[src/pkg/bsim_defines.vh]
// Constants for the boot selector and internal memory block
`ifndef BSIM_DEFINES_VH
`define BSIM_DEFINES_VH

// ----------------------------------------------------------------------
// Boot selections
// ----------------------------------------------------------------------
`define BSIM_BOOT_ROM 2'h0
`define BSIM_BOOT_CUSTOM 2'h1
`define BSIM_BOOT_IMAGE 2'h2

// ----------------------------------------------------------------------
// Address map
// ----------------------------------------------------------------------
`define BSIM_IMEM_BASE 32'h00000000
`define BSIM_DMEM_BASE 32'h80000000
`define BSIM_BROM_BASE 32'hFFE00000
`define BSIM_IO_TAG 11'h7FF
`define BSIM_IO_TAG_MSB 31
`define BSIM_IO_TAG_LSB 21
`define BSIM_SLOT_MSB 20
`define BSIM_SLOT_LSB 16
`define BSIM_SLOT_BROM 5'h00
`define BSIM_SLOT_SYSREG 5'h01
`define BSIM_BROM_IDX_MSB 5
`define BSIM_REG_IDX_MSB 3
`define BSIM_WORD_LSB 2

// ----------------------------------------------------------------------
// Status registers of the own IO window (word index inside the window)
// ----------------------------------------------------------------------
`define BSIM_REG_CFG 2'h0
`define BSIM_REG_FSTAT 2'h1
`define BSIM_REG_FADDR 2'h2

// Configuration register fields
`define BSIM_CFG_MODE_LSB 0
`define BSIM_CFG_IMEM_EN 2
`define BSIM_CFG_DMEM_EN 3
`define BSIM_CFG_IMEM_ROM 4
`define BSIM_CFG_ERR 5
`define BSIM_CFG_BROM_EN 6
`define BSIM_CFG_IAW_LSB 8
`define BSIM_CFG_DAW_LSB 16

// Fault status fields, write one to clear
`define BSIM_FST_FETCH 0
`define BSIM_FST_LOAD 1
`define BSIM_FST_STORE 2

// ----------------------------------------------------------------------
// Timing
// ----------------------------------------------------------------------
`define BSIM_BUS_TIMEOUT 5'h0F
`define BSIM_CNT_ONE 5'h01

`endif

[src/verilog/bsim_top.v]
// Boot selection, internal instruction/data memories and IO access rules
//
// The implementer's own choices: the register offsets and the Wishbone register port.
`timescale 1ns/1ps
`include "bsim_defines.vh"

module bsim_top #(
  parameter [1:0] BOOT_MODE = 2'h0,
  parameter [31:0] BOOT_ADDR_CUSTOM = 32'h00000000,
  parameter IMEM_EN = 1,
  parameter IMEM_SIZE = 64,
  parameter DMEM_EN = 1,
  parameter DMEM_SIZE = 64
)(
  input wire clk_i,
  input wire rst_i,
  input wire wb_cyc_i,
  input wire wb_stb_i,
  input wire wb_we_i,
  input wire [31:0] wb_adr_i,
  input wire [3:0] wb_sel_i,
  input wire [31:0] wb_dat_i,
  input wire wb_fetch_i,
  output wire [31:0] wb_dat_o,
  output wire wb_ack_o,
  output wire wb_err_o,
  output wire [31:0] boot_addr_o,
  output wire boot_rom_en_o,
  output wire config_err_o,
  output wire fault_fetch_o,
  output wire fault_load_o,
  output wire fault_store_o
);

  // ----------------------------------------------------------------------
  // Configuration
  // ----------------------------------------------------------------------
  localparam IMEM_AW = $clog2(IMEM_SIZE);
  localparam DMEM_AW = $clog2(DMEM_SIZE);
  localparam IMEM_WORDS = 1 << (IMEM_AW - 2);
  localparam DMEM_WORDS = 1 << (DMEM_AW - 2);
  localparam [31:0] IMEM_MASK = (32'h1 << IMEM_AW) - 32'h1;
  localparam [31:0] DMEM_MASK = (32'h1 << DMEM_AW) - 32'h1;
  localparam IMEM_ROM = (BOOT_MODE == `BSIM_BOOT_IMAGE);
  localparam BROM_EN = (BOOT_MODE == `BSIM_BOOT_ROM);
  localparam CUST_MISALIGNED = (BOOT_ADDR_CUSTOM[1:0] != 2'h0);
  localparam CFG_BAD = ((BOOT_MODE == `BSIM_BOOT_CUSTOM) && CUST_MISALIGNED)
    || ((BOOT_MODE == `BSIM_BOOT_IMAGE) && (IMEM_EN == 0))
    || (BOOT_MODE > `BSIM_BOOT_IMAGE);
  // Misaligned custom address is forced to the word below
  localparam [31:0] BOOT_VAL =
    (BOOT_MODE == `BSIM_BOOT_ROM) ? `BSIM_BROM_BASE :
    (BOOT_MODE == `BSIM_BOOT_CUSTOM) ?
      {BOOT_ADDR_CUSTOM[31:2], 2'h0} :
    `BSIM_IMEM_BASE;

  // ----------------------------------------------------------------------
  // Bus state machine
  // ----------------------------------------------------------------------
  localparam [4:0] ST_IDLE = 5'b00001;
  localparam [4:0] ST_DONE = 5'b00010;
  localparam [4:0] ST_IOREQ = 5'b00100;
  localparam [4:0] ST_IORSP = 5'b01000;
  localparam [4:0] ST_WAIT = 5'b10000;
  reg [4:0] state_r, cnt_r;
  reg ack_r, err_r, req_we_r, req_fetch_r, io_err_r;
  reg [31:0] dat_r, req_adr_r, req_dat_r, io_dat_r, faddr_r;
  reg [2:0] fstat_r, fstat_nxt;
  reg fault_fetch_r, fault_load_r, fault_store_r;
  reg [31:0] boot_addr_r;
  reg boot_rom_en_r, config_err_r;
  wire req = wb_cyc_i & wb_stb_i & (state_r == ST_IDLE);

  // ----------------------------------------------------------------------
  // Address decode
  // ----------------------------------------------------------------------
  wire hit_imem = (IMEM_EN != 0) &&
    ((wb_adr_i & ~IMEM_MASK) == `BSIM_IMEM_BASE);
  wire hit_dmem = (DMEM_EN != 0) &&
    ((wb_adr_i & ~DMEM_MASK) == `BSIM_DMEM_BASE);
  wire hit_io = (wb_adr_i[`BSIM_IO_TAG_MSB:`BSIM_IO_TAG_LSB] == `BSIM_IO_TAG);
  // Fetch and data accesses alike reach the data memory
  wire hit_mem = hit_imem | hit_dmem;
  wire rom_write = hit_imem & wb_we_i & IMEM_ROM;

  // ----------------------------------------------------------------------
  // Instruction memory
  // ----------------------------------------------------------------------
  wire [31:0] imem_rdata;
  wire imem_wr = req & hit_imem & wb_we_i & ~IMEM_ROM;
  generate
    if ((IMEM_EN != 0) && IMEM_ROM)
    begin : g_imem_rom
      wire [IMEM_AW-3:0] idx = wb_adr_i[IMEM_AW-1:`BSIM_WORD_LSB];
      // Image lives in logic only; no write path exists
      assign imem_rdata = bsim_app_word(idx);
    end
    else if (IMEM_EN != 0)
    begin : g_imem_ram
      // No initial block: contents undefined until written
      reg [31:0] mem [0:IMEM_WORDS-1];
      wire [IMEM_AW-3:0] idx = wb_adr_i[IMEM_AW-1:`BSIM_WORD_LSB];
      integer b;
      always @(posedge clk_i)
      begin
        for (b = 0; b < 4; b = b + 1)
          if (imem_wr && wb_sel_i[b])
            mem[idx][b*8 +: 8] <= wb_dat_i[b*8 +: 8];
      end
      assign imem_rdata = mem[idx];
    end
    else
    begin : g_imem_none
      assign imem_rdata = 32'h00000000;
    end
  endgenerate

  // ----------------------------------------------------------------------
  // Data memory
  // ----------------------------------------------------------------------
  wire [31:0] dmem_rdata;
  wire dmem_wr = req & hit_dmem & wb_we_i;
  generate
    if (DMEM_EN != 0)
    begin : g_dmem_ram
      reg [31:0] mem [0:DMEM_WORDS-1];
      wire [DMEM_AW-3:0] idx = wb_adr_i[DMEM_AW-1:`BSIM_WORD_LSB];
      integer b;
      always @(posedge clk_i)
      begin
        for (b = 0; b < 4; b = b + 1)
          if (dmem_wr && wb_sel_i[b])
            mem[idx][b*8 +: 8] <= wb_dat_i[b*8 +: 8];
      end
      assign dmem_rdata = mem[idx];
    end
    else
    begin : g_dmem_none
      assign dmem_rdata = 32'h00000000;
    end
  endgenerate

  // ----------------------------------------------------------------------
  // Preloaded images
  // ----------------------------------------------------------------------
  // Application image; unlisted words hold a no-op
  function [31:0] bsim_app_word;
    input [IMEM_AW-3:0] idx;
    begin
      case (idx)
        0: bsim_app_word = 32'h00000093;
        1: bsim_app_word = 32'h00108093;
        2: bsim_app_word = 32'hFFDFF06F;
        default: bsim_app_word = 32'h00000013;
      endcase
    end
  endfunction
  // Boot loader image, sixteen words mirrored over the window
  function [31:0] bsim_brom_word;
    input [3:0] idx;
    begin
      case (idx)
        4'h0: bsim_brom_word = 32'h80000137;
        4'h1: bsim_brom_word = 32'h00000093;
        4'h2: bsim_brom_word = 32'h0000006F;
        default: bsim_brom_word = 32'h00000013;
      endcase
    end
  endfunction

  // ----------------------------------------------------------------------
  // IO switch: slot decode on the registered request
  // ----------------------------------------------------------------------
  wire [4:0] io_slot = req_adr_r[`BSIM_SLOT_MSB:`BSIM_SLOT_LSB];
  wire [1:0] io_reg = req_adr_r[`BSIM_REG_IDX_MSB:`BSIM_WORD_LSB];
  wire [3:0] brom_idx = req_adr_r[`BSIM_BROM_IDX_MSB:`BSIM_WORD_LSB];
  wire [31:0] cfg_word = ({30'h0, BOOT_MODE} << `BSIM_CFG_MODE_LSB)
    | ({31'h0, (IMEM_EN != 0)} << `BSIM_CFG_IMEM_EN)
    | ({31'h0, (DMEM_EN != 0)} << `BSIM_CFG_DMEM_EN)
    | ({31'h0, IMEM_ROM} << `BSIM_CFG_IMEM_ROM)
    | ({31'h0, config_err_r} << `BSIM_CFG_ERR)
    | ({31'h0, boot_rom_en_r} << `BSIM_CFG_BROM_EN)
    | ({24'h0, IMEM_AW[7:0]} << `BSIM_CFG_IAW_LSB)
    | ({24'h0, DMEM_AW[7:0]} << `BSIM_CFG_DAW_LSB);
  reg [31:0] io_rsp_dat;
  reg io_rsp_err, fstat_clr_en;
  always @*
  begin
    io_rsp_dat = 32'h00000000;
    io_rsp_err = 1'b0;
    fstat_clr_en = 1'b0;
    case (io_slot)
      `BSIM_SLOT_BROM:
      begin
        io_rsp_err = !BROM_EN || req_we_r;
        if (!io_rsp_err)
          io_rsp_dat = bsim_brom_word(brom_idx);
      end
      `BSIM_SLOT_SYSREG:
      begin
        case (io_reg)
          `BSIM_REG_CFG:
            io_rsp_dat = req_we_r ? 32'h00000000 : cfg_word;
          `BSIM_REG_FSTAT:
          begin
            io_rsp_dat = req_we_r ? 32'h00000000 : {29'h0, fstat_r};
            fstat_clr_en = req_we_r;
          end
          `BSIM_REG_FADDR:
            io_rsp_dat = req_we_r ? 32'h00000000 : faddr_r;
          default:
            io_rsp_dat = 32'h00000000;
        endcase
      end
      default:
        io_rsp_err = 1'b1;
    endcase
  end

  // ----------------------------------------------------------------------
  // Error events and fault status
  // ----------------------------------------------------------------------
  wire tmo_hit = (state_r == ST_WAIT) &&
    (cnt_r == `BSIM_BUS_TIMEOUT - `BSIM_CNT_ONE);
  wire err_set = (req & rom_write)
    | ((state_r == ST_IORSP) & io_err_r)
    | tmo_hit;
  wire cur_fetch = (state_r == ST_IDLE) ? wb_fetch_i : req_fetch_r;
  wire cur_we = (state_r == ST_IDLE) ? wb_we_i : req_we_r;
  wire [31:0] cur_adr = (state_r == ST_IDLE) ? wb_adr_i : req_adr_r;
  wire set_fetch = err_set & cur_fetch & ~cur_we;
  wire set_load = err_set & ~cur_fetch & ~cur_we;
  wire set_store = err_set & cur_we;
  always @*
  begin
    fstat_nxt = fstat_r;
    // Clear first, so an event in the same cycle survives
    if ((state_r == ST_IOREQ) && fstat_clr_en)
      fstat_nxt = fstat_nxt & ~req_dat_r[2:0];
    fstat_nxt[`BSIM_FST_FETCH] = fstat_nxt[`BSIM_FST_FETCH] | set_fetch;
    fstat_nxt[`BSIM_FST_LOAD] = fstat_nxt[`BSIM_FST_LOAD] | set_load;
    fstat_nxt[`BSIM_FST_STORE] = fstat_nxt[`BSIM_FST_STORE] | set_store;
  end
  always @(posedge clk_i)
  begin
    if (rst_i)
    begin
      fstat_r <= 3'h0;
      faddr_r <= 32'h00000000;
      fault_fetch_r <= 1'b0;
      fault_load_r <= 1'b0;
      fault_store_r <= 1'b0;
    end
    else
    begin
      fstat_r <= fstat_nxt;
      if (err_set)
        faddr_r <= cur_adr;
      // Fault pulses line up with the error answer
      fault_fetch_r <= set_fetch;
      fault_load_r <= set_load;
      fault_store_r <= set_store;
    end
  end

  // ----------------------------------------------------------------------
  // Boot configuration outputs
  // ----------------------------------------------------------------------
  always @(posedge clk_i)
  begin
    if (rst_i)
    begin
      boot_addr_r <= BOOT_VAL;
      boot_rom_en_r <= BROM_EN;
      config_err_r <= CFG_BAD;
    end
  end

  // ----------------------------------------------------------------------
  // Bus sequencing
  // ----------------------------------------------------------------------
  always @(posedge clk_i)
  begin
    if (rst_i)
    begin
      state_r <= ST_IDLE;
      ack_r <= 1'b0;
      err_r <= 1'b0;
      dat_r <= 32'h00000000;
      req_adr_r <= 32'h00000000;
      req_we_r <= 1'b0;
      req_dat_r <= 32'h00000000;
      req_fetch_r <= 1'b0;
      io_dat_r <= 32'h00000000;
      io_err_r <= 1'b0;
      cnt_r <= 5'h00;
    end
    else
    begin
      case (state_r)
        ST_IDLE:
        begin
          if (req)
          begin
            req_adr_r <= wb_adr_i;
            req_we_r <= wb_we_i;
            req_dat_r <= wb_dat_i;
            req_fetch_r <= wb_fetch_i;
            cnt_r <= `BSIM_CNT_ONE;
            if (hit_mem)
            begin
              // Memories answer on the next cycle
              err_r <= rom_write;
              ack_r <= ~rom_write;
              dat_r <= wb_we_i ? 32'h00000000 :
                (hit_imem ? imem_rdata : dmem_rdata);
              state_r <= ST_DONE;
            end
            else if (hit_io)
              state_r <= ST_IOREQ;
            else
              state_r <= ST_WAIT;
          end
        end
        ST_IOREQ:
        begin
          // Response stage register of the IO switch
          io_dat_r <= io_rsp_dat;
          io_err_r <= io_rsp_err;
          state_r <= ST_IORSP;
        end
        ST_IORSP:
        begin
          ack_r <= ~io_err_r;
          err_r <= io_err_r;
          dat_r <= io_dat_r;
          state_r <= ST_DONE;
        end
        ST_WAIT:
        begin
          cnt_r <= cnt_r + `BSIM_CNT_ONE;
          if (tmo_hit)
          begin
            err_r <= 1'b1;
            dat_r <= 32'h00000000;
            state_r <= ST_DONE;
          end
        end
        default:
        begin
          // Done state and stray codes: master releases after the answer
          ack_r <= 1'b0;
          err_r <= 1'b0;
          state_r <= ST_IDLE;
        end
      endcase
    end
  end

  // ----------------------------------------------------------------------
  // Outputs
  // ----------------------------------------------------------------------
  assign wb_dat_o = dat_r;
  assign wb_ack_o = ack_r;
  assign wb_err_o = err_r;
  assign boot_addr_o = boot_addr_r;
  assign boot_rom_en_o = boot_rom_en_r;
  assign config_err_o = config_err_r;
  assign fault_fetch_o = fault_fetch_r;
  assign fault_load_o = fault_load_r;
  assign fault_store_o = fault_store_r;

endmodule

[config.mk]
export PLATFORM = sky130hd
export DESIGN_NAME = bsim_top
export DESIGN_NICKNAME = d
export VERILOG_FILES = /design/src/verilog/bsim_top.v
export VERILOG_INCLUDE_DIRS = /design/src /design/src/pkg
export SDC_FILE = /design/constraint.sdc
export NUM_CORES = 1
export LEC_CHECK = 0
export BUFFER_PORTS_ARGS = -buffer_cell sky130_fd_sc_hd__buf_4
export CORE_UTILIZATION = 42
export CTS_BUF_LIST = sky130_fd_sc_hd__clkbuf_4
export DETAILED_ROUTE_END_ITERATION = 7
export HOLD_SLACK_MARGIN = 0.1
export MAX_ROUTING_LAYER = met4
export PLACE_DENSITY = 0.64
export SYNTH_ARGS = -nofsm -noshare
export SYNTH_HDL_FRONTEND = slang
export SYNTH_SLANG_ARGS = --single-unit
[constraint.sdc]
create_clock -name clk_i -period 2.8 [get_ports clk_i]
set_input_delay 0.56 -clock clk_i [delete_from_list [all_inputs] [get_ports clk_i]]
set_output_delay 0.56 -clock clk_i [all_outputs]
set_load 0.02 [all_outputs]
Word level (Yosys, flattened, before mapping)
Memories as Yosys holds them, arrays and structs flattened.
Cells that the tools add are included.
Widths: inputs -> output; s select.
{"block": "word_totals", "register_bits": 152, "ram_bits": 1024, "input_bits": 74, "out_inout_bits": 71, "elab_cells": 131, "memories": 2}
{"block": "classes", "n_addsub": 1, "n_eq_ne": 15, "n_mux": 50, "bitwise": 24, "reduce_logical": 23}
{"memory": "g_dmem_ram.mem", "depth": 16, "word_bits": 32, "read_ports": 1, "rd_clocked_by_memory_dff": 0, "wr": 1, "line": "bsim_top.v:126", "source": "reg [31:0] mem [0:DMEM_WORDS-1];"}
{"memory": "g_imem_ram.mem", "depth": 16, "word_bits": 32, "read_ports": 1, "rd_clocked_by_memory_dff": 0, "wr": 1, "line": "bsim_top.v:101", "source": "reg [31:0] mem [0:IMEM_WORDS-1];"}
{"operator": "$pmux 32 s3", "n": 3}
{"operator": "$mux 32", "n": 8}
{"operator": "$pmux 32 s2", "n": 1}
{"operator": "$logic_not 32->1", "n": 1}
{"operator": "$eq 26x26->1 const B", "n": 1}
{"operator": "$mux 1", "n": 25}
{"operator": "$mux 5", "n": 5}
{"operator": "$pmux 5 s4", "n": 1}
{"operator": "$mux 19", "n": 1}
{"operator": "$and 1x1->1", "n": 12}
{"operator": "$eq 11x11->1 const B", "n": 1}
{"operator": "$eq 5x1->1 const B", "n": 2}
{"operator": "$eq 5x4->1 const B", "n": 2}
{"operator": "$logic_and 1x1->1", "n": 10}
{"operator": "$pmux 5 s2", "n": 1}
{"operator": "$reduce_and 4->1", "n": 2}
{"operator": "$mux 3", "n": 2}
{"operator": "$ne 2x2->1 const B", "n": 3}
{"operator": "$reduce_and 2->1", "n": 3}
{"operator": "$add 5x1->5 const B", "n": 1}
{"operator": "$eq 5x3->1 const B", "n": 1}
{"operator": "$eq 5x5->1 const B", "n": 1}
{"operator": "$logic_not 5->1", "n": 1}
{"operator": "$not 1->1", "n": 5}
{"operator": "16 further kinds", "n": 20}

Longest topological paths before layout
{"block": "depth", "depth_word": 7, "mapped_depth": 10, "mapped_depth_nobuf": 7}

Worst setup path after synthesis
No wires, ideal clock.
{"block": "synth_path", "kind": "input port to flip-flop", "startpoint": "in wb_adr_i[3]", "endpoint": "mem g_dmem_ram.mem[10][0] (enable)", "setup_time_ns": 0.370, "t_arrival_ns": 2.255, "required_ns": 2.430, "path_slack_ns": 0.175, "stages": 8, "n_path_buf": 5, "path_cell_list": "buf_2 buf_4 buf_4 buf_2 buf_2 nor2b_1 nand2_1 nor2_1"}
{"item": "start: declaration", "line": "bsim_top.v:20", "source": "input wire [31:0] wb_adr_i,"}
{"item": "end: declaration", "line": "bsim_top.v:126"}
Straight into the memory's write port.

Worst setup path in the final report
{"block": "layout_path", "startpoint": "reg state_r[4]", "endpoint": "reg dat_r[23] (netlist: wb_dat_o[23])"}
{"block": "layout_between", "elab_chain_cells": 4, "elab_cells_between_ends": 11, "classes_between": "6 x eq/ne; 1 x mux; 1 x bitwise; 3 x reduce/logical"}
{"item": "start: declaration", "line": "bsim_top.v:65", "source": "reg [4:0] state_r, cnt_r;"}
{"item": "start signal: assignment", "line": "bsim_top.v:286", "source": "state_r <= ST_IDLE;"}
{"item": "start signal: assignment", "line": "bsim_top.v:317", "source": "state_r <= ST_DONE;"}
{"item": "start signal: assignment", "line": "bsim_top.v:320", "source": "state_r <= ST_IOREQ;"}
{"item": "$eq 5x1->1 or $eq 5x5->1 (tied branches)", "line": "bsim_top.v:72, bsim_top.v:300, bsim_top.v:223"}
{"item": "$and 1x1->1 or $logic_and 1x1->1 (tied branches)", "line": "bsim_top.v:72, bsim_top.v:223"}
{"item": "$ne 2x2->1 (no line)"}
{"item": "$reduce_and 4->1 (no line)"}
{"item": "end signal: assignment", "line": "bsim_top.v:315", "source": "dat_r <= wb_we_i ? 32'h00000000 :"}
{"item": "end signal: assignment", "line": "bsim_top.v:336", "source": "dat_r <= io_dat_r;"}
{"item": "end: declaration", "line": "bsim_top.v:67", "source": "reg [31:0] dat_r, req_adr_r, req_dat_r, io_dat_r, faddr_r;"}
Several ways; a longest one is shown, not always the timed one.
A chain may end at the register's enable or synchronous reset.

==> run_results.csv <==
group,metric,value,unit
critical_path,path_max_fanout,29,
drt,dr_total_vias,28200,
logic_synthesis,ys_warn_count,0,
drt,viasPerCell,5.62,
critical_path,r2r_start,"state_r[4]$_SDFFE_PP0P_",
drt,wirelength,126,mm
logic_synthesis,synth_top_area_share,66.5,%
finish,fin_cells,5024,
finish,drive_gt1_share,31.7,%
drt,drc,0,
timing,clock.fmax,373,MHz
global_routing,grt_max_degree,50,
critical_path,r2r-end,"wb_dat_o[23]$_SDFFE_PP0P_",
logic_synthesis,synth-seq-cells,1176,
timing,finalHoldViolCount,0,
logic_synthesis,synth_top_area_cell,"edfxtp_1",
global_routing,antenna_found_initial,1,
global_routing,grt_pass1_wl,185,mm
floorplanning,initial_core_util,42.4,%
global_routing,grt_pass1_vias,28700,
clocking,clkSinkCount,1176,
clocking,clkTransAtPathRegs,70,ps
finish,nets,3477,
logic_synthesis,netlist_instances,2800,
floorplanning,core-area,109000,µm²
job,drv_cap,0,
logic_synthesis,synth_area,46300,µm²
critical_path,end_kind,"register",
timing,period_minus_slack,2680,ps
logic_synthesis,synth_area_leaders,"edfxtp_1, dfxtp_1, mux4_2, mux2i_1, mux2_2",
placed_design,gp_congestion,0.909,
critical_path,crit_start,"state_r[4]$_SDFFE_PP0P_",
power_and_ir_drop,clkPwrFrac,39.2,%
timing,clock_skew,120,ps
placed_design,placed_cell_area,50400,µm²
logic_synthesis,yosysMostFrequentCell,"edfxtp_1",
floorplanning,die-area,111000,µm²
floorplanning,num_rows,121,
clocking,htreeDepth,5,
power_and_ir_drop,switching_share,24.0,%
clocking,clk_latency,1190,ps
min_path,hp-class,"in2reg",
clocking,cts_tree,"done",
floorplanning,die_w,334,µm
power_and_ir_drop,p_int,0.0280,W
floorplanning,ios,145,
logic_synthesis,netlist-cell-type-count,56,
timing,maxSlewViolCount,0,
logic_synthesis,ys.flop_type,"edfxtp_1",
min_path,holdPathStages,5,
critical_path,cp_data_arrival_time,3760,ps
timing,setup_viol,0,
power_and_ir_drop,ir_drop,0.000350,V
global_routing,track_usage,23.2,%
power_and_ir_drop,switchingPower,0.00886,W
drt,ant_nets,0,
logic_synthesis,ys_top_cells_by_count,"edfxtp_1, nor2_1, nand2_1",
timing,relSlewSlack,30.1,%
drt,drt-wirelength-per-cell,25.1,µm
critical_path,critPathLaunchType,"register",
min_path,hold_end,"g_dmem_ram.mem[14][29]$_DFFE_PP_",
min_path,min-delay-start,"wb_sel_i[3]",
placed_design,dp_hpwl,80.6,mm
clocking,cts_buffer_depth,4,
drt,dr.pass1.iters,5,
timing,rsz0062_at_grt,"yes",
placed_design,placedCellCount,4411,
timing,setup_tns,0,ps
timing,final.period_utilization,95.9,%
floorplanning,dieHeight,334,µm
logic_synthesis,synth.avg_cell_area,16.5,µm²
critical_path,rrSetupSlack,120,ps
logic_synthesis,synth-edff-count,1024,
critical_path,crit_slowest_cell,"nor2b_4",
finish,fillers,8931,
logic_synthesis,async_flop_share,0,%
global_routing,gr-total-overflow,0,
power_and_ir_drop,p_leak,18.9,nW
finish,design_area,55100,µm²
power_and_ir_drop,combPwrFrac,8.4,%
critical_path,required,3870,ps
logic_synthesis,seq_area_frac_synth,73.1,%
critical_path,critPathMaxStageDelay,820,ps
outcome,status,"finished, final reports clean",
critical_path,worst_r2r_path_depth,6,
placed_design,port_buffers,110,
power_and_ir_drop,seqPwrFrac,52.4,%
critical_path,path_cells,"nand2b_1 -> a21oi_1 -> or2_2 -> nor2b_4 -> a32oi_1 -> a31oi_1",
power_and_ir_drop,p_total,0.0369,W
critical_path,critical_path_class,"reg2reg",
clocking,cts_root_buf,"clkbuf_4",
timing,tightest_slew,1050,ps
power_and_ir_drop,powerDensity,669,nW/µm²
clocking,numCtsBuffers,306,
finish,syn_to_final_growth,19.1,%
drt,drt-initial-drc-count,3345,
## critical path, delay by kind of cell (launching register included)
kind | cells | cell delay, ps
compound gates | 3 | 850
simple gates | 3 | 1370
flops | 1 | 370
## routing by layer
metal  part of all wire, %  vias up  wire, µm  track usage [%]
met5                     0        -         0                -
met1                    42    14300     53000             31.1
met4                   2.3        0      2950             7.53
met2                    47     1412     59500             35.3
li1                      -    12300         -                -
met3                   8.4      188     10600             4.95
## stage by stage
stage / util, % / hold WS (ps) / setup slack (ps)
finish: 50.5 / 231 / 116
detailed placement: 46.2 / 449 / -339
CTS: 50.5 / 102 / 61.9
floorplan: - / 432 / 175
global placement: 46.2 / 441 / -322
global route: 50.5 / 171 / 6.27
## layout by cell type (no fill, tap or decap), drive strengths merged, types with 3 or more instances in the layout
| cell | count |
|---|---|
| edfxtp | 1024 |
| nand2b | 4 |
| or4 | 34 |
| a31o | 3 |
| nand3 | 12 |
| a211oi | 36 |
| a21oi | 59 |
| buf | 378 |
| a22oi | 85 |
| nor4 | 7 |
| nor2b | 9 |
| a31oi | 36 |
| a32oi | 32 |
| nor3 | 19 |
| and2 | 3 |
| o21ai | 71 |
| clkinv | 78 |
| inv | 6 |
| mux2 | 128 |
| conb | 34 |
| or2 | 4 |
| clkbuf | 427 |
| nand2 | 173 |
| bufinv | 7 |
| or3 | 4 |
| dfxtp | 152 |
| nand4 | 5 |
| mux4 | 128 |
| dlygate4sd3 | 96 |
| nor2 | 277 |
| o22ai | 96 |
| mux2i | 162 |
## layout make-up
cell class                      instances  area (µm²)  share of cell area (%)
Antenna cell                            2        5.00                 0.00909
Clock buffer                          427        3210                    5.82
Clock inverter                         88         539                   0.979
Inverter                                4        15.0                  0.0273
Multi-Input combinational cell       1439       11500                    20.9
Sequential cell                      1176       33800                    61.3
Tap cell                             1414        1770                    3.21
Timing Repair Buffer                  474        4250                    7.72
## state kept, by name, summed over array words and instances, names as in the netlist, 5 cells and up
signal          cells
g_dmem_ram.mem    512
g_imem_ram.mem    512
faddr_r            32
io_dat_r           32
req_adr_r          32
wb_dat_o           32
cnt_r               5
state_r             5
## worst max path at each step
stage	endpoint	slack [ps]	cells after the start
floorplan	g_dmem_ram.mem[10][0]$_DFFE_PP_	170	8
global placement	wb_dat_o[19]$_SDFFE_PP0P_	-320	8
detailed placement	wb_dat_o[19]$_SDFFE_PP0P_	-340	8
CTS	g_imem_ram.mem[13][2]$_DFFE_PP_	60	10
global route	g_imem_ram.mem[11][7]$_DFFE_PP_	6	10
finish	wb_dat_o[23]$_SDFFE_PP0P_	120	6
## logic make-up (layout without fill, tap and decap cells)
family	count (synthesis)	after routing	synth area share, %
flip-flops	1176	1176	73.1
AND/OR/NAND/NOR	558	558	5.26
AO/OA/AOI/OAI	425	425	6.25
multiplexers	418	418	12.9
buffers and inverters	217	993	2.46
adder cells (fa/ha/maj)	2	2	0.0541
other	2	36	0.0162
XOR/XNOR	2	2	0.0379
## power by group through the flow
| stage | clock, W | combinational, W | sequential, W |
|---|---|---|---|
| detailed placement | 0 | 0.00294 | 0.0197 |
| global route | 0.0157 | 0.00327 | 0.0193 |
| CTS | 0.0148 | 0.00308 | 0.0193 |
| finish | 0.0144 | 0.00311 | 0.0193 |
| global placement | 0 | 0.00289 | 0.0197 |
| floorplan | 0 | 0.00168 | 0.0197 |
## timing repair
action,CTS,global route
buffers inserted,0,0
gates resized for setup,0,1
hold buffers,96,0
endpoints found under the setup margin,0,201
hold endpoints to repair,1336,0
Power figures use the tool's default switching activity.
